<file path="src/rtl/pmm_pkg.sv">
// Shared constants and carrier types for the program address and fetch path.
// Assumes a byte-addressed program space with 16-bit instruction words.
package pmm_pkg;

    localparam int PC_W        = 21;
    localparam int SP_W        = 5;
    localparam int STACK_DEPTH = 31;
    localparam int INSTR_W     = 16;
    localparam int DATA_ADDR_W = 12;
    localparam int DATA_W      = 8;
    localparam int FLAG_W      = 2;

    localparam logic [PC_W-1:0] RESET_VEC       = 21'h00_0000;
    localparam logic [PC_W-1:0] HI_VEC          = 21'h00_0008;
    localparam logic [PC_W-1:0] LO_VEC          = 21'h00_0018;
    localparam logic [PC_W-1:0] PC_STEP         = 21'h00_0002;
    localparam logic [PC_W-1:0] FLASH_BYTES_32K = 21'h00_8000;
    localparam logic [PC_W-1:0] FLASH_BYTES_16K = 21'h00_4000;

    localparam logic [SP_W-1:0] SP_RESET = 5'h00;
    localparam logic [SP_W-1:0] SP_FULL  = 5'h1f;
    localparam logic [SP_W-1:0] SP_ONE   = 5'h01;

    localparam logic [INSTR_W-1:0] INSTR_NOP = 16'h0000;

    // Bit positions of the wake flags and of the stack status byte.
    localparam int FLAG_LO_BIT  = 0;
    localparam int FLAG_HI_BIT  = 1;
    localparam int STK_FULL_BIT = 7;
    localparam int STK_UNF_BIT  = 6;
    localparam int STK_RSV_BIT  = 5;

    typedef struct packed {
        logic [4:0] top_of_stack_upper;
        logic [7:0] top_of_stack_high;
        logic [7:0] top_of_stack_low;
    } tos_s;

    typedef struct packed {
        logic                   valid;
        logic                   call;
        logic [PC_W-1:0]        target;
    } branch_s;

    typedef struct packed {
        logic                   valid;
        logic                   write;
        logic [DATA_ADDR_W-1:0] addr;
        logic [DATA_W-1:0]      wdata;
    } data_req_s;

    typedef enum logic [1:0] {
        ST_RESET = 2'b00,
        ST_FETCH = 2'b01
    } fetch_state_e;

endpackage

</file>
<file path="src/rtl/pc_fetch_unit.sv">
// Program counter, program memory map and interrupt vectoring for the core.
// Assumes a synchronous flash that returns the word for flash_addr one
// cycle after flash_rd_en, and a core that raises one request per cycle.
`timescale 1ns/10ps
//Contract
// - 21-bit program counter spans 2 Mbyte
// - Fetch starts at address zero after reset
// - Two interrupt vectors at 0x0008, 0x0018
// - Flash size parameter: 32 or 16 Kbytes
// - Fetch beyond flash returns zero word
// - Separate program and data buses
// - Enabled interrupt wake loads matching vector
// - Enabled interrupt wake pushes current PC to stack
// - Enabled interrupt wake advances stack pointer until it is full
// - Interrupt wake sets request flag bits
// - Unimplemented register bits read zero
// - Stack: 31x21 bits, pointer resets zero
// - Push increments pointer, then writes entry
module pc_fetch_unit
    import pmm_pkg::*;
#(
    parameter bit LARGE_FLASH = 1'b1
) (
    input  wire logic                   clk_sys,
    input  wire logic                   rst_n,
    input  wire logic                   clk_en,
    input  wire logic                   step,
    input  wire branch_s                branch,
    input  wire logic                   ret_req,
    input  wire logic                   irq_wake,
    input  wire logic                   irq_high_prio,
    input  wire logic                   high_priority_global_irq_enable,
    input  wire logic                   low_priority_global_irq_enable,
    input  wire logic [FLAG_W-1:0]      irq_flag_clr,
    input  wire logic [1:0]             stack_flag_clr,
    input  wire logic [INSTR_W-1:0]     flash_rdata,
    input  wire data_req_s              data_req,
    input  wire logic [DATA_W-1:0]      data_rdata,
    output logic      [PC_W-1:0]        flash_addr,
    output logic                        flash_rd_en,
    output logic      [INSTR_W-1:0]     instr,
    output logic                        instr_valid,
    output logic      [PC_W-1:0]        instr_addr,
    output tos_s                        top_of_stack,
    output logic      [7:0]             return_stack_pointer,
    output logic      [FLAG_W-1:0]      interrupt_control_regs,
    output data_req_s                   data_bus_out,
    output logic      [DATA_W-1:0]      data_rdata_out
);

    // The implemented flash size is fixed per build; the rest of the
    // 2 Mbyte space is decoded rather than stored.
    localparam logic [PC_W-1:0] FLASH_BYTES =
        LARGE_FLASH ? FLASH_BYTES_32K : FLASH_BYTES_16K;

    function automatic logic beyond_flash(input logic [PC_W-1:0] addr);
        beyond_flash = (addr >= FLASH_BYTES);
    endfunction

    fetch_state_e           state_reg;
    fetch_state_e           state_next;
    logic [PC_W-1:0]        pc_reg;
    logic [PC_W-1:0]        pc_next;
    logic                   rd_en_reg;
    logic                   rd_en_next;
    logic                   beyond_reg;
    logic                   beyond_next;
    logic                   rd_lag_reg;
    logic                   rd_lag_next;
    logic [PC_W-1:0]        addr_lag_reg;
    logic [PC_W-1:0]        addr_lag_next;
    logic [INSTR_W-1:0]     instr_reg;
    logic [INSTR_W-1:0]     instr_next;
    logic                   instr_valid_reg;
    logic                   instr_valid_next;
    logic [PC_W-1:0]        instr_addr_reg;
    logic [PC_W-1:0]        instr_addr_next;
    logic [FLAG_W-1:0]      flag_reg;
    logic [FLAG_W-1:0]      flag_next;
    tos_s                   tos_reg;
    data_req_s              data_out_reg;
    logic [DATA_W-1:0]      data_rdata_reg;
    logic                   irq_take;
    logic                   push;
    logic                   pop;
    logic [PC_W-1:0]        push_data;
    logic [SP_W-1:0]        sp;
    logic [PC_W-1:0]        stack_tos;
    logic                   stack_full;
    logic                   stack_unf;

    // A wake only vectors when the enable of its own priority is set.
    assign irq_take = irq_wake && (irq_high_prio
                      ? high_priority_global_irq_enable
                      : low_priority_global_irq_enable);

    always_comb begin
        state_next = ST_FETCH;
        pc_next    = pc_reg;
        push       = 1'b0;
        pop        = 1'b0;
        push_data  = pc_reg;
        case (state_reg)
            ST_RESET: begin
                pc_next = RESET_VEC;
            end
            ST_FETCH: begin
                if (irq_take) begin
                    push      = 1'b1;
                    push_data = pc_reg;
                    pc_next   = irq_high_prio ? HI_VEC : LO_VEC;
                end else if (ret_req) begin
                    // An underflowed pop yields zero and so lands on the
                    // reset vector.
                    pop     = 1'b1;
                    pc_next = stack_tos;
                end else if (branch.valid) begin
                    push      = branch.call;
                    push_data = PC_W'(pc_reg + PC_STEP);
                    pc_next   = branch.target;
                end else if (step) begin
                    pc_next = PC_W'(pc_reg + PC_STEP);
                end
            end
            default: begin
                pc_next = RESET_VEC;
            end
        endcase
    end

    always_comb begin
        rd_en_next       = (state_reg == ST_FETCH);
        // The read issued at the last edge answers now; its address and
        // range flag travel beside it so word and address stay paired.
        rd_lag_next      = rd_en_reg;
        addr_lag_next    = pc_reg;
        beyond_next      = beyond_flash(pc_reg);
        instr_addr_next  = rd_lag_reg ? addr_lag_reg : instr_addr_reg;
        instr_valid_next = rd_lag_reg;
        instr_next       = instr_reg;
        if (rd_lag_reg) begin
            instr_next = beyond_reg ? INSTR_NOP : flash_rdata;
        end
        // A new wake wins over a clear landing in the same cycle.
        flag_next = flag_reg & ~irq_flag_clr;
        if (irq_wake) begin
            flag_next[irq_high_prio ? FLAG_HI_BIT : FLAG_LO_BIT] = 1'b1;
        end
    end

    // The address lags by one so flash data lines up with beyond_reg.
    always_ff @(posedge clk_sys or negedge rst_n) begin
        if (!rst_n) begin
            state_reg       <= ST_RESET;
            pc_reg          <= RESET_VEC;
            rd_en_reg       <= 1'b0;
            beyond_reg      <= 1'b0;
            rd_lag_reg      <= 1'b0;
            addr_lag_reg    <= RESET_VEC;
            instr_reg       <= INSTR_NOP;
            instr_valid_reg <= 1'b0;
            instr_addr_reg  <= RESET_VEC;
            flag_reg        <= '0;
            tos_reg         <= '0;
            data_out_reg    <= '0;
            data_rdata_reg  <= '0;
        end else if (clk_en) begin
            state_reg       <= state_next;
            pc_reg          <= pc_next;
            rd_en_reg       <= rd_en_next;
            beyond_reg      <= beyond_next;
            rd_lag_reg      <= rd_lag_next;
            addr_lag_reg    <= addr_lag_next;
            instr_reg       <= instr_next;
            instr_valid_reg <= instr_valid_next;
            instr_addr_reg  <= instr_addr_next;
            flag_reg        <= flag_next;
            tos_reg         <= tos_s'(stack_tos);
            // Data traffic has its own path and never waits on a fetch.
            data_out_reg    <= data_req;
            data_rdata_reg  <= data_rdata;
        end
    end

    return_stack u_stack (
        .clk_sys       (clk_sys),
        .rst_n         (rst_n),
        .clk_en        (clk_en),
        .push          (push),
        .pop           (pop),
        .push_data     (push_data),
        .flag_clr      (stack_flag_clr),
        .sp_reg        (sp),
        .tos           (stack_tos),
        .full_reg      (stack_full),
        .underflow_reg (stack_unf)
    );

    assign flash_addr             = pc_reg;
    assign flash_rd_en            = rd_en_reg;
    assign instr                  = instr_reg;
    assign instr_valid            = instr_valid_reg;
    assign instr_addr             = instr_addr_reg;
    assign top_of_stack           = tos_reg;
    assign return_stack_pointer   = {stack_full, stack_unf, 1'b0, sp};
    assign interrupt_control_regs = flag_reg;
    assign data_bus_out           = data_out_reg;
    assign data_rdata_out         = data_rdata_reg;
endmodule

</file>
<file path="src/rtl/return_stack.sv">
// Hardware return stack: 31 entries of 21 bits with a 5-bit pointer.
// Assumes the caller never asks for push and pop in the same cycle;
// if it does, the push wins.
`timescale 1ns/10ps
module return_stack
    import pmm_pkg::*;
(
    input  wire logic              clk_sys,
    input  wire logic              rst_n,
    input  wire logic              clk_en,
    input  wire logic              push,
    input  wire logic              pop,
    input  wire logic [PC_W-1:0]   push_data,
    input  wire logic [1:0]        flag_clr,
    output logic      [SP_W-1:0]   sp_reg,
    output logic      [PC_W-1:0]   tos,
    output logic                   full_reg,
    output logic                   underflow_reg
);

    logic [PC_W-1:0] entry_reg  [STACK_DEPTH:1];
    logic [PC_W-1:0] entry_next [STACK_DEPTH:1];
    logic [SP_W-1:0] sp_next;
    logic            full_next;
    logic            underflow_next;
    logic [SP_W-1:0] wr_idx;

    // Pointer zero owns no storage and reads back as zero.
    assign tos = (sp_reg == SP_RESET) ? '0 : entry_reg[sp_reg];

    always_comb begin
        entry_next     = entry_reg;
        sp_next        = sp_reg;
        full_next      = full_reg & ~flag_clr[0];
        underflow_next = underflow_reg & ~flag_clr[1];
        wr_idx = (sp_reg == SP_FULL) ? SP_FULL : SP_W'(sp_reg + SP_ONE);
        if (push) begin
            // Once full, further pushes overwrite the top entry.
            sp_next             = wr_idx;
            entry_next[wr_idx]  = push_data;
            if (wr_idx == SP_FULL) begin
                full_next = 1'b1;
            end
        end else if (pop) begin
            if (sp_reg == SP_RESET) begin
                underflow_next = 1'b1;
            end else begin
                sp_next = SP_W'(sp_reg - SP_ONE);
            end
        end
    end

    always_ff @(posedge clk_sys or negedge rst_n) begin
        if (!rst_n) begin
            sp_reg        <= SP_RESET;
            full_reg      <= 1'b0;
            underflow_reg <= 1'b0;
            for (int i = 1; i <= STACK_DEPTH; i++) begin
                entry_reg[i] <= '0;
            end
        end else if (clk_en) begin
            sp_reg        <= sp_next;
            full_reg      <= full_next;
            underflow_reg <= underflow_next;
            entry_reg     <= entry_next;
        end
    end
endmodule

</file>
<file path="config.mk">
export PLATFORM = sky130hd
export DESIGN_NAME = pc_fetch_unit
export DESIGN_NICKNAME = d
export VERILOG_FILES = /design/src/rtl/pmm_pkg.sv /design/src/rtl/pc_fetch_unit.sv /design/src/rtl/return_stack.sv
export SDC_FILE = /design/constraint.sdc
export NUM_CORES = 2
export LEC_CHECK = 0
export BUFFER_PORTS_ARGS = -buffer_cell sky130_fd_sc_hd__buf_2
export CAP_MARGIN = 10
export CELL_PAD_IN_SITES_DETAIL_PLACEMENT = 1
export CELL_PAD_IN_SITES_GLOBAL_PLACEMENT = 2
export CORE_ASPECT_RATIO = 1.25
export CORE_MARGIN = 2
export CORE_UTILIZATION = 48
export DETAILED_ROUTE_END_ITERATION = 8
export HOLD_SLACK_MARGIN = 0.12
export PLACE_DENSITY = 0.94
export SLEW_MARGIN = 15
export SYNTH_ARGS = -nofsm -noshare
export SYNTH_HDL_FRONTEND = slang
export SYNTH_SLANG_ARGS = --single-unit
</file>
<file path="constraint.sdc">
create_clock -name clk_sys -period 7.7 [get_ports clk_sys]
set_input_delay 0 -clock clk_sys [delete_from_list [all_inputs] [get_ports clk_sys]]
set_output_delay 0 -clock clk_sys [all_outputs]
set_load 0.005 [all_outputs]
</file>
# Yosys cells after proc, flatten, opt, wreduce, memory -nomap -nowiden
# Cells that the tools add are included.
# classes
add_sub_neg,3
order_cmp,6
eq_ne,4
mux,38
bitwise_logic,7
reduce_logical,9
# op_table
operator,count
bitwise mux 651 bit,1
2-to-1 mux 21 bit,12
binary-select mux 21 bit (select 5 bit),1
demux 21 bit (select 5 bit),1
2-to-1 mux 5 bit,5
"adder 21 x 2 -> 21 bit, second input constant",1
"greater-or-equal comparator 21 x 16 -> 1 bit, second input constant",1
2-to-1 mux 16 bit,1
2-to-1 mux 1 bit,15
"< comparator 5 x 6 -> 1 bit, second input constant",2
"equality test 5 bit, second input constant",2
AND reduction 2 bit,3
"adder 5 x 1 -> 5 bit, second input constant",1
"greater-or-equal comparator 5 x 1 -> 1 bit, second input constant",1
logical NOT 5 bit,1
"!= test 5 x 4 -> 1 bit, second input constant",1
"subtractor 5 x 1 -> 5 bit, second input constant",1
logical AND 1 bit,3
AND reduction 3 bit,1
AND 1 bit,2
AND 2 bit,1
"< comparator 1 x 2 -> 1 bit, second input constant",1
2-to-1 mux 2 bit,1
"!= test 2 bit, second input constant",1
6 further kinds,7
# totals
regBits,795
output_inout_bits,121
word_cells,119

# Longest topological paths before layout
# depth
depth_word,7
ltp_mapped,11
ltp_nobuf,7

# Cells and area by module
# Synthesis repeated with hierarchy kept, for this count alone.
# unflattened
cells_unflattened,2686
hier_area_um2,36877.9
# by_module_without_submodules
module,n_inst,cells_per_inst,area_each_um2,seq_area_each_um2
return_stack,1,2124,30498.0,16465.8
pc_fetch_unit,1,562,6379.9,3428.3

# Worst setup path after synthesis
# No wires, ideal clock.
# synth_timing
kind,reg2reg
startpoint,reg u_stack.sp_reg[1]
endpoint,reg u_stack.entry_reg[525] (netlist name)
arrival_ns,2.740
setup_slack_ns,4.835
stages_incl_launch_ff,11
cell_sequence,dfrtp_1 > buf_2 > buf_2 > buf_2 > inv_1 > ha_1 > nand2_1 > or4_1 > nor2_1 > buf_4 > mux2_2
# synth_via
elab_chain_len,7
word_cells_on_any_way,9
# synth_rtl
item,line_no,rtl
from (decl),return_stack.sv:15,"output logic [SP_W-1:0] sp_reg,"
from (signal assigned),return_stack.sv:62,sp_reg <= sp_next;
adder 5 x 1 -> 5 bit / equality test 5 bit (equally long branches),return_stack.sv:36,wr_idx = (sp_reg == SP_FULL) ? SP_FULL : SP_W'(sp_reg + SP_ONE);
2-to-1 mux 5 bit (*),return_stack.sv:36,
< comparator 5 x 6 -> 1 bit (implied by the code) / greater-or-equal comparator 5 x 1 -> 1 bit (equally long branches),return_stack.sv:40,entry_next[wr_idx] = push_data;
logical AND 1 bit (implied by the code),return_stack.sv:40,
2-to-1 mux 21 bit (implied by the code),return_stack.sv:40,
demux 21 bit (select 5 bit) (*),--,
bitwise mux 651 bit (*),return_stack.sv:40,
to (signal assigned),return_stack.sv:65,entry_reg <= entry_next;
to (decl),return_stack.sv:21,logic [PC_W-1:0] entry_reg [STACK_DEPTH:1];
# Mark *: on every way between the ends. The rest lies on a longest branch, timed or not.
# A chain may end at the register's enable or synchronous reset.

# Final worst setup path
# layout_timing
startpoint,reg u_stack.sp_reg[0]
endpoint,"reg pc_reg[3], in the netlist flash_addr[3]"
# layout_via
elab_chain_len,6
word_cells_on_any_way,7
# layout_rtl
item,line_no,rtl
binary-select mux 21 bit (select 5 bit),return_stack.sv:29,assign tos = (sp_reg == SP_RESET) ? '0 : entry_reg[sp_reg];
2-to-1 mux 21 bit (implied by the code),return_stack.sv:29,
2-to-1 mux 21 bit (*),return_stack.sv:29,
2-to-1 mux 21 bit (*),pc_fetch_unit.sv:112,end else if (ret_req) begin
2-to-1 mux 21 bit (*),pc_fetch_unit.sv:108,if (irq_take) begin
2-to-1 mux 21 bit (*),pc_fetch_unit.sv:103,case (state_reg)
to (signal assigned),pc_fetch_unit.sv:169,pc_reg <= pc_next;
to (decl),pc_fetch_unit.sv:62,logic [PC_W-1:0] pc_reg;
# Mark *: on every way between the ends. The rest lies on a longest branch, timed or not. The select of a mux whose other input is x is not followed.

==> reports/qor.csv <==
metric,value,unit
Tcrit/Tclk final,0.573,
Remaining DRCs,0,
routability-driven placement congestion ratio,0.861,
sequential share of power,0.415,
final hold slack,0.0761,ns
Post-Syn Nets,2701,
FP Rows,113,
Layout Cells excl Fill,3891,
number of diodes,0,
core area,75900,um2
Clock power frac,0.275,
share of layout cells above drive strength 1,0.450,
CTS Buf Count,81,
Die Y,314,um
Worst Tran Pin Value,1.25,ns
CTS tree,done,
Post-DRT Antenna Nets,0,
setup violators final,0,
"commonest non-fill, non-tap cell in the layout",dfrtp_1,
drt pass-1 iters,5,
worst reg-to-reg path cell count,7,
nets@finish,2935,
worst-path cell chain,"buf_4, nor2b_1, a22oi_1, and3_1, nor4_1, o31ai_1, dlygate4sd3_1",
area taken by multi-input logic gates,15900,um2
Layout area overhead,16.3,%
Leak,20.6,nW
WP data required,8.24,ns
IO Port Bufs,201,
Worst Hold Class,primary input to asynchronous set/reset pin,
flip-flop count of the largest register after layout,651,
"Reg clk slew, reported paths",0.07,ns
Crit. End Element,register,
critical setup path kind,register to register,
Psw,5.37,mW
max incr delay on CP,0.99,ns
status,"finished, final reports clean",
setup_tns,0,ns
first-pass GRT wire length,183000,um
Mapped Area,36800,um2
Synth Instances,2615,
die width,252,um
initial antenna violation count,1,
root buffer cell,clkbuf_16,
Synth Area per Inst,14.1,um2
logic gate share of total power,0.311,
Maximum Capacitance Violations,0,
DP Worst Slack,4.09,ns
Reg area,19900,um2
gr ovfl total,0,
Setup crit start kind,register,
"Hold Vio Cnt, Final",0,
Internal,10.0,mW
worst path buffer plus inverter count,2,
crit-path max FO,39,
worst setup margin,3.29,ns
CTS sink cnt,795,
vias in the first global route,28400,
critical path arrival,4.95,ns
YS warnings,0,
DR vias/cell,6.45,
worst rel slew slack,0.166,
Critical Path Source,u_stack.sp_reg[0],
fillers,7093,
Most used DFF post-synth,dfrtp_1,
gr usage total,0.308,
"Power, Total",15.4,mW
Crit-path slowest cell,nor2b_1,
CTS max path bufs,3,
die area,78900,um2
switching fraction of total power,0.349,
drt total wl,121000,um
post-cts repair resize count,0,
"FFs w/ async S/R, synth",1.00,
Final HPWL DP,71100,um
average wire per standard cell,31.1,um
Synth Register Bits,795,
fin crit period,4.41,ns
reg2reg end,flash_addr[3],
# IOs,203,
clock latency on the worst-skew pair,0.66,ns
number of DRC markers in iteration 0,2020,
fin. max-slew vios,0,
Reg-to-Reg Start,u_stack.sp_reg[0],
peak supply drop,0.000201,V
FMAX,227,MHz
worst reg2reg setup slack,3.29,ns
Yosys cell types,86,
largest net degree at the start of global routing,182,
H-tree depth,3,
"delay-heaviest family, CP",simple AND/OR/NAND/NOR gates,
Cell Count Post-Placement,3617,
"EDFF count, synth",0,
Worst Skew,0.0290,ns
"commonest non-fill, non-tap cells in the layout","dfrtp_1 (792), mux2_2 (737), buf_2 (199)",
DR vias,25100,
post-synthesis sequential area ratio,0.541,
Initial Utilization,0.485,
Power per Cell Area,359,nW/um2
unrepaired setup endpoints after global routing,false,
## cells by family after synthesis
kind of cell	share of synthesized area
adders and majority gates	0.00136
and+or+nand+nor	0.0418
other	0.000102
DFF	0.541
buffers and inverters	0.0332
muxes	0.319
xor gates and xnor gates	0.00690
AOI/OAI and AO/OA	0.0573
## area by class of cell
type / instances / share of cell area
sequential: 795 / 0.465
multi-input combinational: 1561 / 0.372
timing repair buffer: 398 / 0.0670
clock buffer: 117 / 0.0557
tap: 977 / 0.0286
clock inverter: 31 / 0.0102
inverter: 12 / 0.00105
## tightest hold or removal path, cell delays in order
cell	delay, ns
dlygate4sd3_1	0.56
buf_8	0.22
buf_12	0.41
## how the worst max path moves through the flow
stage                                  end  slack, ns  cells past startpoint
floorplan           u_stack.entry_reg[525]       4.84                     10
global placement            flash_addr[19]       4.10                      7
detailed placement          flash_addr[19]       4.09                      7
CTS                          flash_addr[3]       3.48                      7
global route                 flash_addr[3]       3.22                      7
finish                       flash_addr[3]       3.29                      7
## power groups by stage
stage               logic (mW)  clock network, mW  registers [mW]
finish                    4.78               4.22            6.38
global route              5.02               4.42            6.48
CTS                       4.67               4.26            6.32
detailed placement        4.48                  0            6.33
global placement          4.25                  0            6.16
floorplan                 3.19                  0            5.87
## cells in the mapped netlist, types with 8 or more instances
master	n	area (um2)
mux2_1	8	90.1
mux2i_1	94	941
a22o_1	24	210
nand2_1	90	338
a22oi_1	60	450
dfrtp_1	795	19900
clkbuf_1	70	263
xor2_1	14	123
mux4_2	105	2360
buf_2	143	716
o21ai_0	53	265
and3_1	8	50.1
nor2_1	63	236
o2bb2ai_1	12	105
nor4_1	11	68.8
inv_1	9	33.8
o211ai_1	10	75.1
nand3_1	27	135
nand4_1	10	62.6
a21oi_1	20	100
nand2b_1	18	113
buf_1	16	60.1
xnor2_1	15	131
mux2_2	737	8300
buf_4	12	90.1
o31ai_1	8	60.1
nor3_1	8	40.0
nor2b_1	9	56.3
a221oi_1	23	201
## metrics by stage
stage	cell area, um2	util
after floorplan	36800	-
after CTS	42800	0.563
final	42800	0.564
after global placement	38700	0.509
after detailed placement	38700	0.509
after global routing	42800	0.564
## what timing repair did
item / in CTS / in global routing
hold buffers: 126 / 0
buffers inserted: 0 / 0
hold endpoints to repair: 194 / 0
## per-layer routing
| layer | up-vias | GRT usage | routed length (um) |
|---|---|---|---|
| li1 | 10100 | - | - |
| met1 | 13300 | 0.361 | 44700 |
| met2 | 1252 | 0.529 | 60800 |
| met3 | 441 | 0.0562 | 8020 |
| met4 | 2 | 0.181 | 7290 |
| met5 | - | 0 | 13 |
(Power assumes the default switching activity.)
